===== src/hw/hwcr_pkg.sv =====
/*
  Constants for the halt wake and clock restart block: register map,
  reset values, power-down mode codes, state codes and timing counts.
  Assumes a single 20 MHz system clock.
*/
`default_nettype none

package hwcr_pkg;

  // System clock period in ns
  localparam int CLK_PERIOD_NS = 50;
  // Warm-up time in half clock periods: 2*(2**14 + 2.5)
  localparam int WARM_HALF_PER = 32773;
  // Least time, so the cycle count rounds up
  localparam int WARM_CYC = (WARM_HALF_PER * CLK_PERIOD_NS
    + 2 * CLK_PERIOD_NS - 1) / (2 * CLK_PERIOD_NS);
  localparam int WARM_W = 15;
  localparam int RST_STRETCH_CYC = 16;
  localparam int RST_MIN_CYC = 3;
  localparam int DUMMY_T = 2;

  // Byte offsets on the register bus
  localparam logic [7:0] A_MCR = 8'h00;
  localparam logic [7:0] A_WDM = 8'h04;
  localparam logic [7:0] A_WDC = 8'h08;
  localparam logic [7:0] A_STAT = 8'h0C;
  localparam logic [3:0] A_GEN_HI = 4'h1;

  // Reset values
  localparam logic [7:0] MCR_RST = 8'h01;
  localparam logic [7:0] WDM_RST = 8'h18;
  // refresh_ctrl, wait_ctrl, mem_bound, cs_bound
  localparam logic [3:0][7:0] GEN_RST = {8'hFF, 8'h00, 8'h00, 8'h00};

  // Field positions and keys
  localparam int F_ROD = 3;
  localparam int F_PDS = 3;
  localparam logic [7:0] WDC_KEY = 8'hDB;

  // power_down_select codes
  localparam logic [1:0] PDS_IDLE_OSC = 2'b00;
  localparam logic [1:0] PDS_IDLE_TMR = 2'b01;
  localparam logic [1:0] PDS_STOP = 2'b10;
  localparam logic [1:0] PDS_RUN = 2'b11;

  // Fetch vectors
  localparam logic [15:0] ADDR_VEC_RST = 16'h0000;
  localparam logic [15:0] ADDR_VEC_NMI = 16'h0066;

  typedef enum logic [8:0] {
    ST_RUN     = 9'h001,
    ST_HALTRUN = 9'h002,
    ST_SLEEP   = 9'h004,
    ST_DEEP    = 9'h008,
    ST_WARM    = 9'h010,
    ST_WAKE    = 9'h020,
    ST_REGATE  = 9'h040,
    ST_RESET   = 9'h080,
    ST_DUMMY   = 9'h100
  } hwcr_state_t;

endpackage

`default_nettype wire


===== src/hw/hwcr_warm_if.sv =====
/*
  Carrier between the sequencer and its oscillator warm-up counter.
  Assumes both ends run on the same system clock.
*/
`timescale 1ns/1ps
`default_nettype none

interface hwcr_warm_if;
  logic start;
  logic clr;
  logic done;
  modport ctl (output start, output clr, input done);
  modport cnt (input start, input clr, output done);
endinterface

`default_nettype wire


===== src/hw/hwcr_warm_cnt.sv =====
/*
  Oscillator warm-up counter: counts TERM clocks from zero after start
  and then pulses done for one cycle.
  Assumes start and clr come from logic on the same clock.
*/
`timescale 1ns/1ps
`default_nettype none

module hwcr_warm_cnt #(
  parameter int W = 15,
  parameter logic [W-1:0] TERM = '1
) (
  // Clock and reset
  input wire logic clk_sys,
  input wire logic rstn,
  // Control
  hwcr_warm_if.cnt wi
);

  logic [W-1:0] cnt_q;
  logic busy_q;
  logic done_q;
  wire last = busy_q && (cnt_q == TERM - 1'b1);

  always_ff @(posedge clk_sys or negedge rstn) begin
    if (!rstn) begin
      cnt_q <= '0;
      busy_q <= 1'b0;
      done_q <= 1'b0;
    end else if (wi.clr) begin
      busy_q <= 1'b0;
      done_q <= 1'b0;
    end else begin
      // Restart from zero on every start
      cnt_q <= wi.start ? '0 : cnt_q + 1'b1;
      busy_q <= wi.start || (busy_q && !last);
      done_q <= last && !wi.start;
    end
  end

  assign wi.done = done_q;

endmodule // hwcr_warm_cnt

`default_nettype wire


===== src/hw/hwcr_top.sv =====
/*
  Halt wake and clock restart sequencer with reset stretcher and its
  control registers on an AHB-Lite slave port.
  Assumes the core gives one-cycle strobes for the sleep fetch, the rise
  of T4 and the low phase of T4, all on clk_sys; pins are asynchronous.
*/
// Overview of operation
// Any wake source restarts a gated system clock immediately; code waits for warm-up on an interrupt in mode 10.
// Run mode keeps clock; interrupt at idle T4 rise is taken next cycle.
// Outside holds reset low at least 3 cycles from a halted state.
// After reset release, two dummy T states, then fetch from 0000H.
// Light modes: interrupt restarts clock; mode 00 restarts output too.
// After restart run one idle instruction, sample interrupts at its T4.
// No interrupt taken: gate clock again at that T4 low phase.
// Outside holds maskable interrupt low at the wake idle T4 rise.
// Reset in light sleep restarts clock; execution starts at 0000H.
// Mode 10: interrupt restarts oscillator, clocks wait for warm-up.
// Reset in deep sleep restarts oscillator without warm-up count.
// Reset pulse stretched to 16 cycles and driven out unless disabled.
// Reset returns all control registers to defaults.
// Outside holds reset 2 cycles if output enabled, else 3.
// During reset buses float, controls inactive, program counter cleared.
// Nonmaskable interrupt sampled alike, has priority, vector 0066H.
// Mode field changes only after key DBh written to command register.
// Sleep fetch drives sleep indicator low at T4 falling edge.
// Timer-clock mode keeps oscillator, timer and clock output running.
// Warm-up counts from zero per wake, releases clocks at terminal.
`timescale 1ns/1ps
`default_nettype none

module hwcr_top
  import hwcr_pkg::*;
#(
  parameter int WARM_CYCLES = hwcr_pkg::WARM_CYC
) (
  // Clock and reset
  input wire logic clk_sys,
  input wire logic rstn,
  // AHB-Lite slave
  input wire logic hsel,
  input wire logic [31:0] haddr,
  input wire logic [1:0] htrans,
  input wire logic hwrite,
  input wire logic [2:0] hsize,
  input wire logic [31:0] hwdata,
  input wire logic hready,
  output logic hreadyout,
  output logic hresp,
  output logic [31:0] hrdata,
  // Pins
  input wire logic reset_pin_n_in,
  output logic reset_pin_n_out,
  output logic reset_pin_oe,
  input wire logic nmi_n,
  input wire logic maskable_irq_n,
  // Core sequencer
  input wire logic sleep_fetch,
  input wire logic t4_rise,
  input wire logic t4_low,
  output logic core_reset,
  output logic fetch_start,
  output logic [15:0] fetch_addr,
  output logic nmi_take,
  output logic int_take,
  // Clock gates
  output logic osc_en,
  output logic sys_clk_en,
  output logic clk_out_en,
  output logic timer_clk_en,
  output logic sleep_indicator_n
);

  import hwcr_pkg::*;

  hwcr_state_t st_q, st_d;
  logic [2:0] s1_q, s2_q;
  logic rst_lo_q, oe_q, armed_q;
  logic [4:0] rcnt_q, oe_run_q;
  logic dph_q, dwr_q;
  logic [7:0] dadr_q, mcr_q, wdm_q;
  logic [3:0][7:0] gen_q;
  logic [31:0] hrdata_q, rd_d;
  logic dcnt_q, dcnt_d;
  logic osc_q, sys_q, cko_q, tmr_q, sin_q, sin_d;
  logic crst_q, fst_q, fst_d, ntk_q, ntk_d, itk_q, itk_d;
  logic [15:0] fad_q, fad_d;
  logic warm_go;

  hwcr_warm_if wi ();
  hwcr_warm_cnt #(
    .W(WARM_W),
    .TERM(WARM_W'(WARM_CYCLES))
  ) u_warm (
    .clk_sys(clk_sys),
    .rstn(rstn),
    .wi(wi)
  );

  // Pin synchronisers: reset, nmi, maskable
  always_ff @(posedge clk_sys or negedge rstn) begin
    if (!rstn) begin
      s1_q <= 3'h7;
      s2_q <= 3'h7;
    end else begin
      s1_q <= {reset_pin_n_in, nmi_n, maskable_irq_n};
      s2_q <= s1_q;
    end
  end

  wire rst_lo = !s2_q[2];
  wire nmi_req = !s2_q[1];
  wire int_req = !s2_q[0];
  wire irq = nmi_req || int_req;
  // Our own drive returns through the synchroniser two cycles late and
  // would look like a fresh fall; a stretch in progress is never restarted
  wire rst_fall = rst_lo && !rst_lo_q && !oe_q;
  // Our own drive keeps the pin low, so the stretch holds the core too
  wire hold_rst = rst_lo || oe_q;
  wire [1:0] pds = wdm_q[F_PDS+1:F_PDS];

  // Bus decode
  wire ahb_go = hsel && htrans[1] && hready;
  wire wr = dph_q && dwr_q;
  wire wr_mcr = wr && (dadr_q == A_MCR);
  wire wr_wdm = wr && (dadr_q == A_WDM);
  wire wr_wdc = wr && (dadr_q == A_WDC);
  wire wr_gen = wr && (dadr_q[7:4] == A_GEN_HI);
  wire [1:0] gidx = dadr_q[3:2];
  wire [3:0] stat_clk = {tmr_q, osc_q, sys_q, cko_q};

  always_comb begin
    rd_d = 32'h0000_0000;
    if (haddr[7:0] == A_MCR) begin
      rd_d = {24'h00_0000, mcr_q};
    end else if (haddr[7:0] == A_WDM) begin
      rd_d = {24'h00_0000, wdm_q};
    end else if (haddr[7:0] == A_STAT) begin
      rd_d = {17'h0_0000, armed_q, sin_q, stat_clk, st_q};
    end else if (haddr[7:4] == A_GEN_HI) begin
      rd_d = {24'h00_0000, gen_q[haddr[3:2]]};
    end
  end

  // Zero wait state: answer always ready and OKAY
  always_ff @(posedge clk_sys or negedge rstn) begin
    if (!rstn) begin
      dph_q <= 1'b0;
      dwr_q <= 1'b0;
      dadr_q <= 8'h00;
      hrdata_q <= 32'h0000_0000;
    end else begin
      dph_q <= ahb_go;
      dwr_q <= ahb_go && hwrite;
      if (ahb_go) begin
        dadr_q <= haddr[7:0];
      end
      if (ahb_go && !hwrite) begin
        hrdata_q <= rd_d;
      end
    end
  end

  // Control registers; the reset pin restores defaults as well
  always_ff @(posedge clk_sys or negedge rstn) begin
    if (!rstn) begin
      mcr_q <= MCR_RST;
      wdm_q <= WDM_RST;
      gen_q <= GEN_RST;
      armed_q <= 1'b0;
    end else if (rst_lo) begin
      mcr_q <= MCR_RST;
      wdm_q <= WDM_RST;
      gen_q <= GEN_RST;
      armed_q <= 1'b0;
    end else begin
      if (wr_mcr) begin
        mcr_q <= {3'b000, hwdata[4:0]};
      end
      if (wr_wdm) begin
        wdm_q <= armed_q ? hwdata[7:0] :
          {hwdata[7:5], wdm_q[4:3], hwdata[2:0]};
      end
      if (wr_gen) begin
        gen_q[gidx] <= hwdata[7:0];
      end
      if (wr_wdc || wr_wdm) begin
        armed_q <= wr_wdc && (hwdata[7:0] == WDC_KEY);
      end
    end
  end

  // Reset stretcher, driven low on the open-drain pin
  always_ff @(posedge clk_sys or negedge rstn) begin
    if (!rstn) begin
      rst_lo_q <= 1'b0;
      oe_q <= 1'b0;
      rcnt_q <= 5'h00;
    end else begin
      rst_lo_q <= rst_lo;
      if (rst_fall && !mcr_q[F_ROD]) begin
        oe_q <= 1'b1;
        rcnt_q <= 5'h00;
      end else if (oe_q) begin
        rcnt_q <= rcnt_q + 5'h01;
        oe_q <= (rcnt_q != 5'(RST_STRETCH_CYC - 1));
      end
    end
  end

  // Sequencer
  always_comb begin
    st_d = st_q;
    sin_d = sin_q;
    fst_d = 1'b0;
    ntk_d = 1'b0;
    itk_d = 1'b0;
    fad_d = fad_q;
    dcnt_d = dcnt_q;
    warm_go = 1'b0;
    case (st_q)
      ST_RUN: begin
        if (sleep_fetch) begin
          sin_d = 1'b0;
          if (pds == PDS_RUN) begin
            st_d = ST_HALTRUN;
          end else if (pds == PDS_STOP) begin
            st_d = ST_DEEP;
          end else begin
            st_d = ST_SLEEP;
          end
        end
      end
      ST_HALTRUN, ST_WAKE: begin
        if (t4_rise && irq) begin
          ntk_d = nmi_req;
          itk_d = !nmi_req;
          if (nmi_req) begin
            fad_d = ADDR_VEC_NMI;
          end
          sin_d = 1'b1;
          st_d = ST_RUN;
        end else if (t4_rise && st_q == ST_WAKE) begin
          st_d = ST_REGATE;
        end
      end
      ST_REGATE: begin
        if (t4_low) begin
          st_d = (pds == PDS_STOP) ? ST_DEEP : ST_SLEEP;
        end
      end
      ST_SLEEP: begin
        if (irq) begin
          st_d = ST_WAKE;
        end
      end
      ST_DEEP: begin
        if (irq) begin
          warm_go = 1'b1;
          st_d = ST_WARM;
        end
      end
      ST_WARM: begin
        if (wi.done) begin
          st_d = ST_WAKE;
        end
      end
      ST_RESET: begin
        dcnt_d = 1'b0;
        st_d = ST_DUMMY;
      end
      ST_DUMMY: begin
        dcnt_d = 1'b1;
        if (dcnt_q == 1'(DUMMY_T - 1)) begin
          fst_d = 1'b1;
          fad_d = ADDR_VEC_RST;
          st_d = ST_RUN;
        end
      end
      default: st_d = ST_RUN;
    endcase
    if (hold_rst) begin
      // Reset restarts oscillator and clocks at once, no warm-up
      st_d = ST_RESET;
      sin_d = 1'b1;
      fst_d = 1'b0;
      ntk_d = 1'b0;
      itk_d = 1'b0;
    end
  end

  wire gated_d = (st_d == ST_SLEEP) || (st_d == ST_DEEP) ||
    (st_d == ST_WARM);
  wire keep_tmr = (st_d == ST_SLEEP) && (pds == PDS_IDLE_TMR);
  assign wi.start = warm_go;
  assign wi.clr = hold_rst;

  always_ff @(posedge clk_sys or negedge rstn) begin
    if (!rstn) begin
      st_q <= ST_RUN;
      sin_q <= 1'b1;
      osc_q <= 1'b1;
      sys_q <= 1'b1;
      cko_q <= 1'b1;
      tmr_q <= 1'b1;
      crst_q <= 1'b0;
      fst_q <= 1'b0;
      fad_q <= ADDR_VEC_RST;
      ntk_q <= 1'b0;
      itk_q <= 1'b0;
      dcnt_q <= 1'b0;
    end else begin
      st_q <= st_d;
      sin_q <= sin_d;
      osc_q <= (st_d != ST_DEEP);
      sys_q <= !gated_d;
      cko_q <= !gated_d || keep_tmr;
      tmr_q <= !gated_d || keep_tmr;
      crst_q <= (st_d == ST_RESET);
      fst_q <= fst_d;
      fad_q <= (st_d == ST_RESET) ? ADDR_VEC_RST : fad_d;
      ntk_q <= ntk_d;
      itk_q <= itk_d;
      dcnt_q <= dcnt_d;
    end
  end

  assign hreadyout = 1'b1;
  assign hresp = 1'b0;
  assign hrdata = hrdata_q;
  assign reset_pin_n_out = 1'b0;
  assign reset_pin_oe = oe_q;
  assign core_reset = crst_q;
  assign fetch_start = fst_q;
  assign fetch_addr = fad_q;
  assign nmi_take = ntk_q;
  assign int_take = itk_q;
  assign osc_en = osc_q;
  assign sys_clk_en = sys_q;
  assign clk_out_en = cko_q;
  assign timer_clk_en = tmr_q;
  assign sleep_indicator_n = sin_q;

  // Checks
  always_ff @(posedge clk_sys or negedge rstn) begin
    if (!rstn) begin
      oe_run_q <= 5'h00;
    end else begin
      oe_run_q <= oe_q ? oe_run_q + 5'h01 : 5'h00;
    end
  end
endmodule // hwcr_top

`default_nettype wire


===== config.mk =====
export PLATFORM = sky130hd
export DESIGN_NAME = hwcr_top
export DESIGN_NICKNAME = d
export VERILOG_FILES = /design/src/hw/hwcr_pkg.sv /design/src/hw/hwcr_warm_if.sv /design/src/hw/hwcr_warm_cnt.sv /design/src/hw/hwcr_top.sv
export SDC_FILE = /design/constraint.sdc
export NUM_CORES = 1
export LEC_CHECK = 0
export ABC_CLOCK_PERIOD_IN_PS = 4750
export BUFFER_PORTS_ARGS = -buffer_cell sky130_fd_sc_hd__buf_2
export CORE_MARGIN = 2
export CORE_UTILIZATION = 50
export DETAILED_ROUTE_END_ITERATION = 12
export PLACE_DENSITY = 0.75
export RECOVER_POWER = 50
export SLEW_MARGIN = 20
export SYNTH_ARGS = -nofsm -noshare
export SYNTH_HDL_FRONTEND = slang
export SYNTH_HIERARCHICAL = 1
export SYNTH_SLANG_ARGS = --single-unit
export TNS_END_PERCENT = 30

===== constraint.sdc =====
create_clock -name clk_sys -period 4.75 [get_ports clk_sys]
set_clock_uncertainty 0.05 [all_clocks]
set_input_delay 0.475 -clock clk_sys [delete_from_list [all_inputs] [get_ports clk_sys]]
set_output_delay 0.475 -clock clk_sys [all_outputs]
set_load 0.05 [all_outputs]

==> run summary <==
Largest family of logic cells by synthesized area: simple AND/OR/NAND/NOR gates
Share of cells above drive strength 1: 0.237
Total track usage: 0.218
Period utilization: 0.656
Clk Tree Root Cell: clkbuf_16
Mean post-synth cell area: 10.5 um2
Grt ovf: 0
Area Growth Syn to Fin: 13.0%
Synth area leaders: dfrtp_1 39%, dfstp_2 9.2%, mux2i_1 7.7%
1st-iter DRT viols: 340
Netlist cell types: 70
Fin nets: 716
Status: finished, violations left
Clock sink count: 119
Clk pwr share: 0.464
Top FF cell, synth: dfrtp_1
Slew Viols, Final: 39
Crit path largest cell delay: 0.76 ns
Largest net degree at the start of global routing: 83
Post-synthesis adder-cell area fraction: 0.00800
Failing checks: capacitance limit, slew limit
H-tree depth: 4
Die height: 116 um
Reg2reg setup slack: 1.63 ns
RSZ-0062 raised after global routing: false
Ys Warns: 6
WL/cell: 16.9 um
Part of the power in registers: 0.400
Post-Syn Instances: 593
Post-synth top area cell: dfrtp_1
Element type at the critical path end: register
Number of I/O pins: 141
Post-Synth Simple-Gate Area: 0.204
PD cells: 420 mW/mm2
Post-synthesis compound-gate area fraction: 0.0994
Setup Buffers After CTS: 0
Critical Path Start Type: register
Final Hold Fails: 0
Buffer and inverter count on the worst path: 2
Final wirelength: 13.7 mm
Worst Path Class, Setup: register to register
Combinational share of power: 0.137
Initial antenna violation count: 0
R2R depth: 6
Die area: 0.0134 mm2
First-pass GRT wire length: 22.6 mm
Hold buffer count at cts: 0
Worst-path clk slew: 0.05 ns
CTS tree: built
WP data required: 5.03 ns
Initial core utilization: 0.517
Placed cell areas: 0.00643 mm2
Rel. slew slack: -0.320
R2r endpoint: u_warm/cnt_q[11]$_DFFE_PN0N_
Setup violators final: 0
Total CTS buffers: 17
Crit path arrival time: 3.40 ns
Number of synthesized flops with an enable pin: 0
Asr flop ratio synth: 1.00
Slew at the pin with the worst max-slew slack: 1.98 ns
Number of routed nets with antenna violations: 0
Core area: 0.0121 mm2
Static leakage: 0.00342 uW
Worst Hold Class: input pin to asynchronous set/reset pin
Post-DP HPWL: 9.42 mm
Vias: 4572
Register area share after synthesis: 0.480
#FFs+latches synth: 119
Drt first pass iters: 5
Post-route setup TNS: 0 ns
Residual DRC: 0
CP max stage cell: dfstp_2
Peak Freq: 321 MHz
CTS resizes: 0
Max-cap violations: 1
Critical path, cell by cell: inv_2 -> nor2_2 -> inv_1 -> nand4b_2 -> or4_1 -> a21oi_1
Minimum clock period: 3.12 ns
Synth Area in XOR/XNOR: 0.00840
Via/cell ratio: 5.62
Die W: 116 um
Net Switching: 832 uW
RePlAce Congestion: 0.908
Vias in the first global route: 4461
Int Pwr: 2140 uW
Port Buffers: 56
Clk_lat worst skew: 0.42 ns
Mapped cell area: 0.00626 mm2
Post-synthesis mux area share: 0.120
# rows: 40
Synth top area share: 0.388
Net Sw Frac: 0.280
Clock tree buffer depth: 2
Worst vdd ir: 0.220 mV
Worst-path fanout max: 36
Crit path max-delay family: simple AND/OR/NAND/NOR gates
Number of diodes: 0
Post-route cell area: 0.00707 mm2
Worst r2r src: s2_q[2]$_DFF_PN1_
[synthesized netlist by cell type, drive strengths merged (3+ instances only)]
master	count
nor4b	6
a21oi	16
mux2	8
nand3b	5
xor2	4
nor2b	14
a2bb2oi	10
or3	6
nand2	61
dfrtp	97
nand4b	7
nor3	11
nand3	5
a31oi	3
mux2i	48
clkbuf	13
and3	4
o31ai	9
nor2	59
dfstp	22
and2	4
or3b	3
nand2b	8
o21ai	37
buf	54
ha	4
inv	13
nor4	7
mux4	8
nand4	17
or4	6
[metal layers]
metal / global-route usage / vias to the layer above / share of wire
met5: 0 / - / 0
met4: 0.0786 / 0 / 0.015
met3: 0.0497 / 20 / 0.062
met2: 0.345 / 186 / 0.48
met1: 0.297 / 2245 / 0.44
li1: - / 2121 / -
[cell type report]
type / instances / area [um2]
Clock buffer: 20 / 467
Clock inverter: 12 / 174
Fill cell: 1006 / 5040
Inverter: 13 / 48.8
Multi-Input combinational cell: 424 / 2870
Sequential cell: 119 / 3010
Tap cell: 168 / 210
Timing Repair Buffer: 57 / 290
[metrics by stage]
stage                util  instances  hold WS [ns]  setup slack [ns]  power, uW
global placement    0.531        781         0.297              1.70       1580
global route        0.583        813        0.0970              1.48       3090
detailed placement  0.531        781         0.297              1.66       1600
floorplan               -        623         0.129              2.54       1510
CTS                 0.583        813        0.0963              1.64       2980
finish              0.583        813        0.0409              1.63       2970
[power groups by stage]
| stage | Sequential (uW) | Clock, uW | Combinational, uW |
|---|---|---|---|
| after floorplan | 1180 | 0 | 333 |
| after global placement | 1190 | 0 | 391 |
| after detailed placement | 1200 | 0 | 403 |
| after CTS | 1180 | 1390 | 407 |
| after global routing | 1200 | 1440 | 452 |
| final | 1190 | 1380 | 406 |
[worst max-delay path by stage]
stage                                 startpoint  cells past startpoint                            to  slack (ns)
after floorplan           reset_pin_oe$_DFF_PN0_                      6   u_warm/cnt_q[9]$_DFFE_PN0N_        2.54
after global placement         s2_q[2]$_DFF_PN1_                      6  u_warm/cnt_q[11]$_DFFE_PN0N_        1.70
after detailed placement       s2_q[2]$_DFF_PN1_                      6  u_warm/cnt_q[11]$_DFFE_PN0N_        1.66
after CTS                      s2_q[2]$_DFF_PN1_                      6  u_warm/cnt_q[11]$_DFFE_PN0N_        1.64
after global routing           s2_q[2]$_DFF_PN1_                      6  u_warm/cnt_q[11]$_DFFE_PN0N_        1.48
final                          s2_q[2]$_DFF_PN1_                      6  u_warm/cnt_q[11]$_DFFE_PN0N_        1.63
[layout by cell type (no fill, tap or decap), types with 5 or more instances in the layout]
master and n:
dfrtp_1 97, nor2_1 58, nand2_1 59, buf_2 55, or3_1 6, inv_1 12
o31ai_1 8, nand2b_1 7, clkbuf_16 17, a2bb2oi_1 10, mux2_2 8, mux4_2 8
a21oi_1 15, nand4b_1 5, dfstp_2 22, nor4_1 5, mux2i_1 48, o21ai_0 37
nand4_1 16, nor3_1 10, or4_1 6, conb_1 32, nor2b_1 14
[kinds of logic (layout without fill, tap and decap cells)]
kind of cell,Yosys count,count (layout)
adder cells (fa/ha/maj),4,4
other,2,32
AO/OA/AOI/OAI,91,91
XOR/XNOR,6,6
buffers and inverters,80,102
multiplexers,64,64
flip-flops,119,119
AND/OR/NAND/NOR,227,227
[worst reg2reg max path, delay by kind of cell (launching register included)]
kind | cells | cell delay, ns
simple gates | 3 | 1.35
buf+inv | 2 | 0.72
compound gates | 1 | 0.16
flops | 1 | 0.76
[flip-flops by register name, indices dropped and copies added (netlist names), 5 cells and up]
register	count
gen_q	32
u_warm/cnt_q	15
hrdata	14
st_q	9
dadr_q	8
wdm_q	8
mcr_q	5
rcnt_q	5
No activity file was read; power rests on OpenSTA's default activity.
